### config.mk
export PLATFORM = sky130hd
export DESIGN_NAME = lmc_ctrl
export DESIGN_NICKNAME = d
export VERILOG_FILES = /design/src/include/lmc_pkg.sv /design/src/hw/lmc_sync.sv /design/src/hw/lmc_ctrl.sv
export SDC_FILE = /design/constraint.sdc
export NUM_CORES = 1
export LEC_CHECK = 0
export BUFFER_PORTS_ARGS = -buffer_cell sky130_fd_sc_hd__buf_2
export CAP_MARGIN = 10
export CORE_MARGIN = 2
export CORE_UTILIZATION = 35
export DETAILED_ROUTE_END_ITERATION = 6
export SLEW_MARGIN = 20
export SYNTH_ARGS = -nofsm -noshare
export SYNTH_HDL_FRONTEND = slang
export SYNTH_SLANG_ARGS = --single-unit
### constraint.sdc
create_clock -name clk_sys_in -period 3.5 [get_ports clk_sys_in]
set_input_delay 0.35 -clock clk_sys_in [delete_from_list [all_inputs] [get_ports clk_sys_in]]
set_output_delay 0.35 -clock clk_sys_in [all_outputs]
set_load 0.01 [all_outputs]
### src/include/lmc_pkg.sv
// Shared constants and types for the mode and lock control.
package lmc_pkg;

  // Synchroniser depth for non-synchronous pins.
  localparam int SYNC_STAGES = 2;

  // Reset values of the flops.
  localparam logic RST_LVL = 1'h0;

  // Processing modes of the datapath.
  typedef enum logic [1:0]
  {
    LMC_MODE_THROUGH = 2'h0,
    LMC_MODE_VIDEO   = 2'h1,
    LMC_MODE_ASYNC   = 2'h3
  } lmc_mode_t;

  // Controller state, Gray coded along slave -> master -> locked.
  typedef enum logic [1:0]
  {
    LMC_ST_SLAVE  = 2'h0,
    LMC_ST_MASTER = 2'h1,
    LMC_ST_LOCKED = 2'h3
  } lmc_state_t;

  // Decodes the processing mode from the async-serial and video-select bits.
  function automatic lmc_mode_t lmc_decode_mode(input logic async_bit,
                                                input logic video_bit);
    if (async_bit)
      lmc_decode_mode = LMC_MODE_ASYNC;
    else if (video_bit)
      lmc_decode_mode = LMC_MODE_VIDEO;
    else
      lmc_decode_mode = LMC_MODE_THROUGH;
  endfunction

endpackage

### src/hw/lmc_sync.sv
// Two-flop synchroniser for a non-synchronous level.
`timescale 1ns/1ps
module lmc_sync
  import lmc_pkg::*;
(
  // Clock and reset
  input  wire logic clk_sys_in,
  input  wire logic rst_in,
  // Level
  input  wire logic async_in,
  output logic      sync_out
);

  logic meta_ff;
  logic hold_ff;

  // The first flop feeds only the second one.
  always_ff @(posedge clk_sys_in or posedge rst_in)
  begin
    if (rst_in)
    begin
      meta_ff <= RST_LVL;
      hold_ff <= RST_LVL;
    end
    else
    begin
      meta_ff <= async_in;
      hold_ff <= meta_ff;
    end
  end

  assign sync_out = hold_ff;

endmodule

### src/hw/lmc_ctrl.sv
// Mode selection, loop-through reclock selection and lock indication.
`timescale 1ns/1ps
// Notes on behaviour
// Reclock select is an input in slave operation, driven output in master.
// Master: drive reclock select high only when locked to compliant stream.
// Master: non-compliant input drives reclock select low, buffered output.
// Slave with reclock select high: reclocked loop-through in every mode.
// Slave with reclock select low: buffered loop-through in every mode.
// Master select high: mode pins become status outputs, auto-detection.
// Master select low: mode pins are control inputs, never driven.
// Host sets slave-mode pins to match the incoming stream type.
// Slave operation reclocks and deserializes non-compliant data too.
// Lock output high when locked to compliant data or reclocker locked; the code takes reclocker lock alone only in data-through mode.
// Master select and reclock select inputs pass a two-stage synchroniser.
module lmc_ctrl
  import lmc_pkg::*;
(
  // Clock and reset
  input  wire logic clk_sys_in,
  input  wire logic rst_in,
  // Operating mode strap
  input  wire logic master_select_in,
  // Reclock select pin
  input  wire logic reclock_select_in,
  output logic      reclock_select_out,
  output logic      reclock_select_oe_out,
  // Async serial mode pin
  input  wire logic async_serial_mode_pin_in,
  output logic      async_serial_mode_pin_out,
  output logic      async_serial_mode_pin_oe_out,
  // Rate select pin
  input  wire logic rate_select_pin_in,
  output logic      rate_select_pin_out,
  output logic      rate_select_pin_oe_out,
  // Video processing select pin
  input  wire logic video_processing_select_in,
  output logic      video_processing_select_out,
  output logic      video_processing_select_oe_out,
  // Status from the datapath and the reclocker
  input  wire logic reclocker_lock_in,
  input  wire logic video_compliant_in,
  input  wire logic async_compliant_in,
  input  wire logic detected_hd_in,
  // Controls towards the datapath
  output logic      loop_reclocked_out,
  output logic      auto_detect_out,
  output logic      deser_enable_out,
  output logic [1:0] proc_mode_out,
  output logic      rate_hd_out,
  // Lock status
  output logic      locked_out
);

  logic       master_s;
  logic       reclock_s;
  logic       compliant;
  lmc_mode_t  mode_now;
  lmc_state_t state_ff;
  lmc_state_t nxt_state;
  logic       rc_ff;
  logic       async_ff;
  logic       video_ff;
  logic       rate_ff;
  logic       loop_ff;
  logic [1:0] mode_ff;
  logic       lock_ff;
  logic       hd_ff;

  // The strap and the slave-mode reclock pin are asynchronous to the clock.
  lmc_sync u_sync_master
  (
    .clk_sys_in (clk_sys_in),
    .rst_in     (rst_in),
    .async_in   (master_select_in),
    .sync_out   (master_s)
  );

  lmc_sync u_sync_reclock
  (
    .clk_sys_in (clk_sys_in),
    .rst_in     (rst_in),
    .async_in   (reclock_select_in),
    .sync_out   (reclock_s)
  );

  // In master operation a stream is compliant when the reclocker is locked and video or async is found.
  assign compliant = reclocker_lock_in &
                     (video_compliant_in | async_compliant_in);

  // Slave operation takes the mode from the host pins; master from detection.
  always_comb
  begin
    if (state_ff == LMC_ST_SLAVE)
      mode_now = lmc_decode_mode(async_serial_mode_pin_in,
                                 video_processing_select_in);
    else
      mode_now = lmc_decode_mode(async_compliant_in,
                                 video_compliant_in);
  end

  always_comb
  begin
    case (state_ff)
      LMC_ST_SLAVE:
        nxt_state = master_s ? LMC_ST_MASTER : LMC_ST_SLAVE;
      LMC_ST_MASTER:
        if (!master_s)
          nxt_state = LMC_ST_SLAVE;
        else if (compliant)
          nxt_state = LMC_ST_LOCKED;
        else
          nxt_state = LMC_ST_MASTER;
      LMC_ST_LOCKED:
        if (!master_s)
          nxt_state = LMC_ST_SLAVE;
        else if (!compliant)
          nxt_state = LMC_ST_MASTER;
        else
          nxt_state = LMC_ST_LOCKED;
      default:
        nxt_state = LMC_ST_SLAVE;
    endcase
  end

  always_ff @(posedge clk_sys_in or posedge rst_in)
  begin
    if (rst_in)
      state_ff <= LMC_ST_SLAVE;
    else
      state_ff <= nxt_state;
  end

  // Status values driven on the mode pins in master operation.
  always_ff @(posedge clk_sys_in or posedge rst_in)
  begin
    if (rst_in)
    begin
      rc_ff    <= RST_LVL;
      async_ff <= RST_LVL;
      video_ff <= RST_LVL;
      rate_ff  <= RST_LVL;
    end
    else
    begin
      rc_ff    <= (nxt_state == LMC_ST_LOCKED);
      async_ff <= (nxt_state == LMC_ST_LOCKED) & async_compliant_in;
      video_ff <= (nxt_state == LMC_ST_LOCKED) & video_compliant_in;
      // The rate pin reads high for SD in both directions, so invert here.
      rate_ff  <= ~detected_hd_in;
    end
  end

  // Loop-through choice: lock state in master, host pin in slave.
  always_ff @(posedge clk_sys_in or posedge rst_in)
  begin
    if (rst_in)
      loop_ff <= RST_LVL;
    else if (nxt_state == LMC_ST_SLAVE)
      loop_ff <= reclock_s;
    else
      loop_ff <= (nxt_state == LMC_ST_LOCKED);
  end

  // HD indication towards the datapath: host pin in slave, detection in master.
  always_ff @(posedge clk_sys_in or posedge rst_in)
  begin
    if (rst_in)
      hd_ff <= RST_LVL;
    else if (nxt_state == LMC_ST_SLAVE)
      hd_ff <= ~rate_select_pin_in;
    else
      hd_ff <= detected_hd_in;
  end

  always_ff @(posedge clk_sys_in or posedge rst_in)
  begin
    if (rst_in)
      mode_ff <= LMC_MODE_THROUGH;
    else
      mode_ff <= mode_now;
  end

  // Data-through only needs the reclocker; other modes need compliance.
  always_ff @(posedge clk_sys_in or posedge rst_in)
  begin
    if (rst_in)
      lock_ff <= RST_LVL;
    else
      case (mode_now)
        LMC_MODE_THROUGH: lock_ff <= reclocker_lock_in;
        LMC_MODE_VIDEO:   lock_ff <= reclocker_lock_in & video_compliant_in;
        LMC_MODE_ASYNC:   lock_ff <= reclocker_lock_in & async_compliant_in;
        default:          lock_ff <= RST_LVL;
      endcase
  end

  // Pins are driven only while master operation is in effect.
  always_comb
  begin
    reclock_select_oe_out          = (state_ff != LMC_ST_SLAVE);
    async_serial_mode_pin_oe_out   = (state_ff != LMC_ST_SLAVE);
    rate_select_pin_oe_out         = (state_ff != LMC_ST_SLAVE);
    video_processing_select_oe_out = (state_ff != LMC_ST_SLAVE);
  end

  assign reclock_select_out          = rc_ff;
  assign async_serial_mode_pin_out   = async_ff;
  assign rate_select_pin_out         = rate_ff;
  assign video_processing_select_out = video_ff;
  assign loop_reclocked_out          = loop_ff;
  assign proc_mode_out               = mode_ff;
  assign locked_out                  = lock_ff;
  // Auto-detection runs in master; deserialising runs always, even for
  // non-compliant data in slave operation.
  assign auto_detect_out  = (state_ff != LMC_ST_SLAVE);
  assign deser_enable_out = 1'h1;
  assign rate_hd_out      = hd_ff;

  // Assertions.
  a_oe_follows_mode: assert property (
    @(posedge clk_sys_in) disable iff (rst_in)
    !$past(master_s) |-> !reclock_select_oe_out)
    else $error("reclock pin driven in slave operation");
  a_rc_high_locked: assert property (
    @(posedge clk_sys_in) disable iff (rst_in)
    reclock_select_out |-> $past(master_s && compliant))
    else $error("reclock select high without lock in master operation");
  a_rc_low_nolock: assert property (
    @(posedge clk_sys_in) disable iff (rst_in)
    (master_s && state_ff != LMC_ST_SLAVE && !compliant) |=> !rc_ff)
    else $error("reclock select high on non-compliant input");
  a_slave_reclock: assert property (
    @(posedge clk_sys_in) disable iff (rst_in)
    (!master_s && state_ff == LMC_ST_SLAVE && reclock_s) |=> loop_ff)
    else $error("slave reclock high did not give reclocked output");
  a_slave_buffer: assert property (
    @(posedge clk_sys_in) disable iff (rst_in)
    (!master_s && state_ff == LMC_ST_SLAVE && !reclock_s) |=> !loop_ff)
    else $error("slave reclock low did not give buffered output");
  a_master_drives: assert property (
    @(posedge clk_sys_in) disable iff (rst_in)
    master_s |=> async_serial_mode_pin_oe_out)
    else $error("mode pins not driven in master operation");
  a_slave_quiet: assert property (
    @(posedge clk_sys_in) disable iff (rst_in)
    !master_s ##1 !master_s |=> !video_processing_select_oe_out)
    else $error("mode pins driven in slave operation");
  a_lock_through: assert property (
    @(posedge clk_sys_in) disable iff (rst_in)
    (mode_now == LMC_MODE_THROUGH) |=>
      locked_out == $past(reclocker_lock_in))
    else $error("lock output wrong in data-through mode");
  a_lock_video: assert property (
    @(posedge clk_sys_in) disable iff (rst_in)
    (mode_now == LMC_MODE_VIDEO) |=>
      locked_out == $past(reclocker_lock_in && video_compliant_in))
    else $error("lock output wrong in video mode");

endmodule

# Yosys cells after proc, flatten, opt, wreduce, memory -nomap -nowiden
# Cells that the tools add are included.
[word_totals]
regBits = 15
inputBits = 11
output_inout_bits = 15
elab_cells = 43
[op_classes]
eq_ne = 5
mux = 12
n_bitwise = 8
reduce_logical = 5
[op_table]
columns = ["operator", "n"]
rows = [
  ["2-bit two-way mux", 5],
  ["2-bit == test, second input constant", 3],
  ["2-bit logical NOT", 3],
  ["1-bit bitwise AND", 5],
  ["1-bit two-way mux", 5],
  ["2-bit by 1-bit == test with 1-bit output, second input constant", 2],
  ["2-bit case mux with 2 select lines", 1],
  ["1-bit case mux with 3 select lines", 1],
  ["1-bit inverter", 2],
  ["2-bit nonzero test", 1],
  ["2-bit OR reduction", 1],
  ["1-bit bitwise OR", 1],
]

# Depth between registers and ports, before layout
# Gate-level depths: netlist of run 1.
[logic_depth]
ltp_word = 7
mapped_depth = 4
mapped_depth_nobuf = 3

# By module
# From an unflattened synthesis of run 1, not the netlist that was laid out.
[unflattened]
hier_cells = 46
area_unflattened_um2 = 555.5
[modules_own_cells]
columns = ["mod", "n_inst", "cells_each", "area_per_inst_um2", "seq_area_each_um2"]
rows = [
  ["lmc_ctrl", 1, 40, 447.9, 275.3],
  ["lmc_sync", 2, 3, 53.8, 50.0],
]

# Least setup slack after synthesis of run 1
# Ideal clock, no wire load.
[synth_path]
path_kind = "register to output"
start = "register state_ff[0]"
end = "output port auto_detect_out"
t_arrival_ns = 0.865
t_required_ns = 3.150
slack_ns = 2.285
path_stages_with_launch = 4
path_buffers = 2
cell_sequence = "dfrtp_1 or2_1 buf_6 buf_4"
[synth_via]
elab_chain_len = 1
[synth_rtl]
columns = ["element", "line_no", "text"]
rows = [
  ["from (decl)", "lmc_ctrl.sv:58", "lmc_state_t state_ff;"],
  ["from (signal assigned)", "lmc_ctrl.sv:130", "state_ff <= nxt_state;"],
  ["2-bit nonzero test", "n/a", ""],
  ["to (decl)", "lmc_ctrl.sv:46", "output logic auto_detect_out,"],
]
# No other way between the ends.

# Worst setup path after layout of run 1
[layout_path]
start = "register state_ff[0]"
end = "output port auto_detect_out"
[layout_via]
elab_chain_len = 1
[layout_rtl]
columns = ["element", "line_no", "text"]
rows = [
  ["2-bit nonzero test", "lmc_ctrl.sv:215", "assign auto_detect_out = (state_ff != LMC_ST_SLAVE);"],
]
# No other way between the ends.

==> results.py, run 1 <==
metrics = {
    "sta": {
        "drv_slew": 0,
        "slew_headroom": 0.646,
        "final-hold-violation-count": 0,
        "fin_setup_tns_ns": 0,
        "setup_violations": 0,
        "worstMarginPinSlew_ns": 0.531,
        "period_minus_slack_ns": 1.53,
        "finalCritPeriodShare": 0.437,
        "skew_ns": 0.00499,
        "rsz0062_at_grt": "no",
        "max_freq_ghz": 0.654,
    },
    "power": {
        "power.density_nw_per_um2": 472,
        "peakVddDrop_v": 0.000246,
        "p_leak_nw": 0.377,
    },
    "synthesis": {
        "synth_ff_type": "dfrtp_1",
        "yosysTopAreaCellShare": 0.685,
        "ys_ff_latch": 15,
        "synth_warnings": 0,
        "yosysUniqueCellTypes": 16,
        "synth_most_common_cell": "dfrtp_1",
        "syn_inst": 44,
        "syn-num-nets": 55,
        "syn_area_per_cell_um2": 12.5,
        "synth_edf_count": 0,
        "synth_area_um2": 548,
        "netlist_top_cells_count": "dfrtp_1, inv_1, buf_4, nor2_1, a21oi_1",
        "async_reset_ff_frac": 1.00,
        "synth_seq_area_share": 0.685,
        "synth.top_cells.by_area": "dfrtp_1, buf_4, inv_1",
        "yosysTopAreaCell": "dfrtp_1",
    },
    "grt": {
        "antenna_found_initial": 0,
        "grt_pass1_vias": 308,
        "grt_max_degree": 16,
        "grt_overflow": 0,
        "gr-usage-all-layers": 0.0842,
        "grt_pass1_wl_um": 1130,
    },
    "placement": {
        "io_buffers": 24,
        "dpl.hpwl_um": 631,
        "gp_congestion": 0.690,
    },
    "clocking": {
        "clk_pin_slew_worst_paths_ns": 0.08,
        "clock_latency_ns": 0.28,
        "cts_tree": "yes",
        "hold_buffers": 0,
        "htree_levels": 1,
        "ctsResizeCount": 0,
        "postCtsSetupRepairBufs": 0,
        "clock-sinks": 15,
        "cts-root-buf": "clkbuf_4",
        "clockBufferDepth": 2,
        "numCtsBuffers": 3,
    },
    "floorplanning": {
        "ios": 26,
        "num_rows": 14,
        "dieArea_um2": 1900,
        "die_h_um": 43.6,
        "start_util": 0.368,
        "die_w_um": 43.6,
        "core_um2": 1490,
    },
    "worst_setup_path": {
        "critical_path_class": "flop to output pin",
        "r2r_start": "state_ff[0]",
        "cp.arrival_ns": 1.18,
        "r2r_cells": 2,
        "r2r_end": "proc_mode_out[1]",
        "path_max_fanout": 9,
        "worst_ep_required_time_ns": 3.15,
        "r2r_slack_ns": 2.34,
        "start_kind": "flop",
        "worst_setup_path_end_kind": "output pin",
    },
    "drt": {
        "dr.first_iter.drc_count": 2,
        "ant_nets": 0,
        "viasPerCell": 4.22,
        "wl_um": 777,
        "routedWlPerCell_um": 9.48,
        "vias": 346,
        "route.detailed.drc": 0,
        "dr.pass1.iters": 2,
    },
    "layout": {
        "diodes": 0,
        "final-seq-area_um2": 375,
        "multiInputGateArea_um2": 101,
        "nets": 78,
        "fin_util": 0.448,
        "drive_gt1_frac": 0.439,
        "fillCellCount": 141,
        "syn_to_final_growth_pct": 21.7,
    },
    "outcome": {
        "status": "completed",
    },
    "run": {
        "cap_violations": 0,
    },
    "hold_path": {
        "hold_path_class": "input pin to asynchronous set/reset pin",
    },
}
## report_power, final
group / switching [mW] / internal (mW) / leakage (nW)
combinational: 0.0213 / 0.0166 / 0.176
clock: 0.0497 / 0.0424 / 0.0177
sequential: 0.00248 / 0.183 / 0.183
total: 0.0735 / 0.242 / 0.377
## logic make-up (layout without fill, tap and decap cells)
group,count (synthesis),count (layout),share of synthesized area
flops,15,15,0.685
buf+inv,12,34,0.130
simple gates,9,9,0.0776
compound gates,5,5,0.0548
mux,2,2,0.0457
other cells,1,1,0.00684
## routing by layer
metal | routed length [um] | global-route usage | share of wire | vias to the layer above
met3 | 56 | 0.0750 | 0.072 | 0
met1 | 301 | 0.0780 | 0.39 | 159
li1 | - | - | - | 173
met5 | 0 | 0 | 0 | -
met2 | 419 | 0.147 | 0.54 | 14
met4 | 0 | 0 | 0 | 0
## layout make-up
cell class	count	share of cell area
Sequential cell	15	0.563
Timing Repair Buffer	24	0.180
Multi-Input combinational cell	17	0.152
Clock buffer	3	0.0338
Inverter	6	0.0338
Tap cell	16	0.0300
Clock inverter	1	0.00750
## worst max-delay path by stage
stage,startpoint,endpoint,slack (ns),cells after the start
3_3_place_gp,state_ff[0],async_serial_mode_pin_oe_out,2.29,2
6_report,state_ff[0],auto_detect_out,1.97,2
3_5_place_dp,state_ff[0],auto_detect_out,2.27,2
2_1_floorplan,state_ff[0],auto_detect_out,2.29,3
5_1_grt,state_ff[0],video_processing_select_oe_out,1.89,2
4_1_cts,state_ff[0],auto_detect_out,1.95,2
## placed cells by master, fill, tap and decap left out, drive strengths merged
cell    Yosys  layout
a21o        1       1
a21oi       2       2
buf         6      24
clkbuf      0       3
clkinv      0       1
conb        1       1
dfrtp      15      15
inv         6       6
mux2        1       1
mux2i       1       1
nand3       1       1
nor2        5       5
nor3        1       1
nor3b       1       1
o21a        1       1
o21ai       1       1
or2         1       1
## per-stage QoR
stage / power, mW / instances / instance area, um^2 / setup WS [ns] / hold WS (ns)
after floorplan: 0.216 / 44 / 548 / 2.29 / 0.251
after global placement: 0.227 / 78 / 639 / 2.29 / 0.332
after detailed placement: 0.227 / 78 / 639 / 2.27 / 0.335
after CTS: 0.321 / 82 / 667 / 1.95 / 0.110
after global routing: 0.330 / 82 / 667 / 1.89 / 0.149
final: 0.315 / 82 / 667 / 1.97 / 0.0944
## sequential cells by signal (all words and copies together) (netlist names)
signal and cells:
rate_select_pin_out 1, u_sync_master.sync_out 1, locked_out 1, rate_hd_out 1, reclock_select_out 1, u_sync_reclock.meta_ff 1
video_processing_select_out 1, async_serial_mode_pin_out 1, proc_mode_out 2, u_sync_master.meta_ff 1, u_sync_reclock.sync_out 1, loop_reclocked_out 1
state_ff 2
## critical path, stage by stage (launching register included)
cell     delay [ns]
dfrtp_1        0.39
or2_1          0.33
buf_2          0.18
Note: power is estimated with default switching activity, not from simulation.
==> run 2: changes to the inputs <==
ABC_AREA = 1   (was default)
clock period = 1.25 ns   (was 3.5 ns; I/O delays follow)
==> results.py, run 2 <==
metrics = {
    "outcome": {
        "status": "completed",
    },
    "power": {
        "switching_share": 0.254,
        "power_frac_clock": 0.278,
        "p_seq_frac": 0.563,
        "power.switching_uw": 238,
        "p_comb_frac": 0.159,
        "power.density_nw_per_um2": 1250,
        "p_leak_nw": 0.438,
        "peakVddDrop_v": 0.000570,
        "p_int_uw": 699,
        "finalPower_uw": 938,
    },
    "grt": {
        "grt_overflow": 0,
        "antenna_found_initial": 0,
        "gr-usage-all-layers": 0.0960,
        "grt_pass1_vias": 344,
        "grt_max_degree": 16,
        "grt_pass1_wl_um": 1360,
    },
    "run": {
        "cap_violations": 0,
    },
    "clocking": {
        "clockBufferDepth": 2,
        "clock_latency_ns": 0.27,
        "numCtsBuffers": 3,
        "clock-sinks": 15,
        "postCtsSetupRepairBufs": 0,
        "cts_tree": "yes",
        "ctsResizeCount": 0,
        "clk_pin_slew_worst_paths_ns": 0.09,
        "cts-root-buf": "clkbuf_4",
        "htree_levels": 1,
    },
    "sta": {
        "period_minus_slack_ns": 1.15,
        "finalCritPeriodShare": 0.917,
        "drv_slew": 0,
        "skew_ns": 0.00263,
        "final-hold-violation-count": 0,
        "worstMarginPinSlew_ns": 0.558,
        "rsz0062_at_grt": "no",
        "max_freq_ghz": 0.872,
        "slew_headroom": 0.628,
        "setup_violations": 0,
        "fin_setup_tns_ns": 0,
    },
    "drt": {
        "dr.first_iter.drc_count": 4,
        "route.detailed.drc": 0,
        "routedWlPerCell_um": 8.94,
        "route.met2.wl_um": 420,
        "top_layer_used": "met3",
        "vias": 410,
        "wl_um": 894,
        "dr.pass1.iters": 3,
        "ant_nets": 0,
        "viasPerCell": 4.10,
        "wl_met3_um": 50,
        "wl_met1_um": 422,
    },
    "synthesis": {
        "yosysUniqueCellTypes": 14,
        "syn_area_per_cell_um2": 10.2,
        "synth.top_cells.by_area": "dfrtp_1, inv_1, buf_4",
        "syn-num-nets": 68,
        "syn_inst": 57,
        "synth_edf_count": 0,
        "synth_most_common_cell": "dfrtp_1",
        "async_reset_ff_frac": 1.00,
        "ys_ff_latch": 15,
        "synth_warnings": 0,
        "synth_seq_area_share": 0.647,
        "yosysTopAreaCell": "dfrtp_1",
        "yosysTopAreaCellShare": 0.647,
        "synth_area_um2": 581,
        "netlist_top_cells_count": "dfrtp_1, inv_1, nand2_1",
        "synth_ff_type": "dfrtp_1",
    },
    "floorplanning": {
        "start_util": 0.381,
        "num_rows": 14,
        "die_w_um": 44.7,
        "ios": 26,
        "die_h_um": 44.7,
        "dieArea_um2": 2000,
        "core_um2": 1520,
    },
    "worst_setup_path": {
        "cp.arrival_ns": 1.02,
        "path_max_fanout": 6,
        "start_kind": "flop",
        "worst_ep_required_time_ns": 1.12,
        "critical_path_class": "flop to output pin",
        "r2r_slack_ns": 0.26,
        "worst_setup_path_end_kind": "output pin",
    },
    "placement": {
        "gp_congestion": 0.671,
        "io_buffers": 24,
        "dpl.hpwl_um": 692,
    },
    "layout": {
        "fillCellCount": 145,
        "final_common_cell": "buf_2",
        "diodes": 0,
        "final_cell_mix": "buf_2, dfrtp_1, inv_1",
        "drive_gt1_frac": 0.393,
        "nets": 96,
        "syn_to_final_growth_pct": 29.3,
    },
    "hold_path": {
        "hold_path_class": "input pin to flop",
    },
}
[run 2: cell types whose count changed in the layout (fill, tap and decap cells not counted), sizes merged, moves of 2 or more]
cell         previous run  this run
o21ai                   1         3
dlygate4sd3             0         4
nand2                   0        11
inv                     6        12
[run 2: cell type report]
| cell class | count | area [um^2] | share of cell area |
|---|---|---|---|
| Clock buffer | 3 | 22.5 | 0.0300 |
| Clock inverter | 1 | 5.00 | 0.00667 |
| Inverter | 12 | 45.0 | 0.0600 |
| Multi-Input combinational cell | 25 | 123 | 0.163 |
| Sequential cell | 15 | 375 | 0.500 |
| Tap cell | 16 | 20.0 | 0.0267 |
| Timing Repair Buffer | 28 | 160 | 0.213 |
[run 2: kinds of logic (layout without fill, tap and decap cells)]
kind of cell / Yosys count / count (layout) / synth area share
AOI/OAI and AO/OA: 4 / 4 / 0.0474
buffers and inverters: 17 / 44 / 0.142
DFF: 15 / 15 / 0.647
other: 1 / 1 / 0.00646
and+or+nand+nor: 20 / 20 / 0.157
[run 2: final timing paths]
path	startpoint	endpoint	cells after the start
setup / recovery	state_ff[1]	reclock_select_oe_out	3
hold / removal	rate_select_pin_in	rate_hd_out	2
setup reg to reg	state_ff[0]	locked_out	5
hold reg to reg	u_sync_master.meta_ff	u_sync_master.sync_out	0
max in group asynchronous	rst_in	video_processing_select_out	3
min in group asynchronous	rst_in	u_sync_master.sync_out	3
[run 2: what timing repair did]
item,in CTS,in global routing
endpoints found under the setup margin,0,0
endpoints found under the hold margin,18,0
hold buffers,4,0
[run 2: stage by stage]
step | hold slack, ns | worst slack [ns] | cells | util | instance area [um^2]
after CTS | 0.0284 | 0.0943 | 100 | 0.493 | 751
after global routing | 0.0402 | 0.0488 | 100 | 0.493 | 751
after global placement | 0.202 | 0.299 | 92 | 0.448 | 683
after detailed placement | 0.198 | 0.280 | 92 | 0.448 | 683
after floorplan | 0.0265 | 0.320 | 57 | - | 581
final | 0.0319 | 0.103 | 100 | 0.493 | 751
[run 2: layer usage]
| metal | global-route usage | up-vias |
|---|---|---|
| met3 | 0.0360 | 0 |
| met2 | 0.145 | 14 |
| li1 | - | 214 |
| met1 | 0.126 | 182 |
| met4 | 0.0364 | 0 |
| met5 | 0 | - |
[run 2: power by group through the flow]
| stage | Sequential, mW | Combinational [mW] | Clock [mW] |
|---|---|---|---|
| 6_report | 0.528 | 0.149 | 0.261 |
| 5_1_grt | 0.531 | 0.168 | 0.301 |
| 4_1_cts | 0.528 | 0.152 | 0.276 |
| 3_5_place_dp | 0.538 | 0.142 | 0 |
| 3_3_place_gp | 0.537 | 0.140 | 0 |
| 2_1_floorplan | 0.550 | 0.0860 | 0 |
[run 2: worst max-delay path, cell delays in order, from the launching register on]
cell and delay [ns]:
dfrtp_1 0.42, inv_1 0.10, nand2_2 0.09, buf_2 0.15
==> run 3: changes to the inputs <==
CTS_BUF_LIST = sky130_fd_sc_hd__clkbuf_16   (was default)
SYNTH_HIERARCHICAL = 1   (was default)
==> results.py, run 3 <==
metrics = {
    "drt": {
        "dr.pass1.iters": 2,
        "route.detailed.drc": 0,
        "ant_nets": 0,
        "vias": 436,
        "dr.first_iter.drc_count": 3,
        "viasPerCell": 4.32,
        "routedWlPerCell_um": 9.47,
        "wl_um": 956,
    },
    "power": {
        "switching_share": 0.217,
        "p_seq_frac": 0.412,
        "power.switching_uw": 279,
        "p_comb_frac": 0.116,
        "power_frac_clock": 0.472,
        "peakVddDrop_v": 0.000892,
        "power.density_nw_per_um2": 1610,
        "p_leak_nw": 0.469,
        "p_int_mw": 1.00,
    },
    "grt": {
        "grt_pass1_vias": 404,
        "antenna_found_initial": 0,
        "grt_overflow": 0,
        "grt_max_degree": 12,
        "grt_pass1_wl_um": 1590,
        "gr-usage-all-layers": 0.116,
    },
    "sta": {
        "rsz0062_at_grt": "no",
        "final-hold-violation-count": 0,
        "drv_slew": 0,
        "skew_ns": 0.00201,
        "finalCritPeriodShare": 0.866,
        "period_minus_slack_ns": 1.08,
        "setup_violations": 0,
        "max_freq_ghz": 0.924,
        "fin_setup_tns_ns": 0,
    },
    "floorplanning": {
        "num_rows": 14,
        "die_h_um": 45.0,
        "die_w_um": 45.0,
        "ios": 26,
        "start_util": 0.381,
        "dieArea_um2": 2020,
        "core_um2": 1540,
    },
    "synthesis": {
        "synth_xor_area_frac": 0,
        "netlist_top_cells_count": "dfrtp_1, inv_1, nand2_1",
        "syn-num-nets": 70,
        "synth_edf_count": 0,
        "ys_ff_latch": 15,
        "synth_seq_area_share": 0.638,
        "synth_mux_area_frac": 0,
        "yosysUniqueCellTypes": 14,
        "synth_top_family_by_area": "simple AND/OR/NAND/NOR gates",
        "yosysTopAreaCellShare": 0.638,
        "syn_area_per_cell_um2": 9.97,
        "synth_fa_ha_area_frac": 0,
        "async_reset_ff_frac": 1.00,
        "synth_area_um2": 588,
        "synth_simple_gate_area_frac": 0.155,
        "yosysTopAreaCell": "dfrtp_1",
        "synth_warnings": 6,
        "synth_ff_type": "dfrtp_1",
        "syn_inst": 59,
        "synth_most_common_cell": "dfrtp_1",
        "synth-compound-area-share": 0.0468,
        "synth.top_cells.by_area": "dfrtp_1, inv_1, buf_4",
    },
    "layout": {
        "fin_util": 0.519,
        "syn_to_final_growth_pct": 36.0,
        "instances_no_fill": 101,
        "final_cell_mix": "buf_2, inv_1, dfrtp_1",
        "nets": 97,
        "drive_gt1_frac": 0.376,
        "diodes": 0,
        "final_common_cell": "buf_2",
    },
    "clocking": {
        "ctsResizeCount": 0,
        "clk_pin_slew_worst_paths_ns": 0.04,
        "clockBufferDepth": 2,
        "cts_tree": "yes",
        "clock_latency_ns": 0.24,
        "postCtsSetupRepairBufs": 0,
        "cts-root-buf": "clkbuf_16",
        "numCtsBuffers": 3,
        "htree_levels": 1,
        "clock-sinks": 15,
    },
    "run": {
        "cap_violations": 0,
    },
    "worst_setup_path": {
        "cp.arrival_ns": 0.96,
        "worst_setup_path_end_kind": "output pin",
        "r2r_start": "state_ff[0]",
        "worst_ep_required_time_ns": 1.12,
        "critical_path_class": "flop to output pin",
        "start_kind": "flop",
        "crit_start": "state_ff[1]",
        "path_max_fanout": 6,
    },
    "hold_path": {
        "hold_path_class": "input pin to flop",
        "hp-start": "detected_hd_in",
    },
    "placement": {
        "gp_congestion": 0.693,
        "dpl.hpwl_um": 724,
        "dp_cells": 94,
        "io_buffers": 24,
    },
    "outcome": {
        "status": "completed",
    },
}
==> run 3: path summary, 6_finish.rpt <==
kind / depth (start not counted) / slack [ns] / end
worst max register to register: 5 / 0.27 / locked_out
worst min register to register: 0 / 0.35 / u_sync_master/sync_out
min in group asynchronous: 3 / 0.31 / u_sync_master/meta_ff
worst max-delay path: 3 / 0.17 / reclock_select_oe_out
max in group asynchronous: 3 / 0.51 / loop_reclocked_out
worst min-delay path: 2 / 0.03 / rate_select_pin_out
==> run 3: worst max-delay path, stage by stage (launching register included) <==
cell and delay [ns]:
dfrtp_1 0.40, inv_1 0.09, nand2_2 0.08, buf_2 0.14
==> run 3: final cells by class <==
type / instances / area, um^2
fill: 140 / 742
sequential: 15 / 375
timing repair buffer: 27 / 150
multi-input combinational: 25 / 123
clock buffer: 3 / 75.1
inverter: 14 / 52.6
tap: 16 / 20.0
clock inverter: 1 / 3.75
==> run 3: cells by family (layout without fill, tap and decap cells) <==
logic type	Yosys count	count (layout)
flip-flops	15	15
buffers and inverters	19	45
other	1	1
AND/OR/NAND/NOR	20	20
AO/OA/AOI/OAI	4	4
==> run 3: repair_timing <==
| action | 4_1_cts | 5_1_grt |
|---|---|---|
| setup endpoints to repair | 0 | 0 |
| endpoints found under the hold margin | 17 | 0 |
| hold buffers | 3 | 0 |
==> run 3: power by group through the flow <==
stage,registers [mW],logic [mW],clock network [mW]
after floorplan,0.550,0.0865,0
after global routing,0.532,0.168,0.635
after global placement,0.537,0.142,0
after CTS,0.530,0.151,0.617
after detailed placement,0.537,0.144,0
final,0.529,0.148,0.606
==> run 3: metrics by stage <==
step | hold slack, ns | cell area (um^2) | setup slack, ns | total power [mW]
6_report | 0.0332 | 800 | 0.168 | 1.28
5_1_grt | 0.0561 | 800 | 0.110 | 1.34
2_1_floorplan | -0.134 | 588 | 0.320 | 0.636
3_5_place_dp | -0.00207 | 691 | 0.276 | 0.681
3_3_place_gp | -0.00382 | 691 | 0.300 | 0.678
4_1_cts | 0.0352 | 800 | 0.155 | 1.30
==> run 3: layer usage <==
metal	wire length, um	GRT usage
met5	0	0
met3	66	0.0360
met1	384	0.123
met2	468	0.183
met4	37	0.106
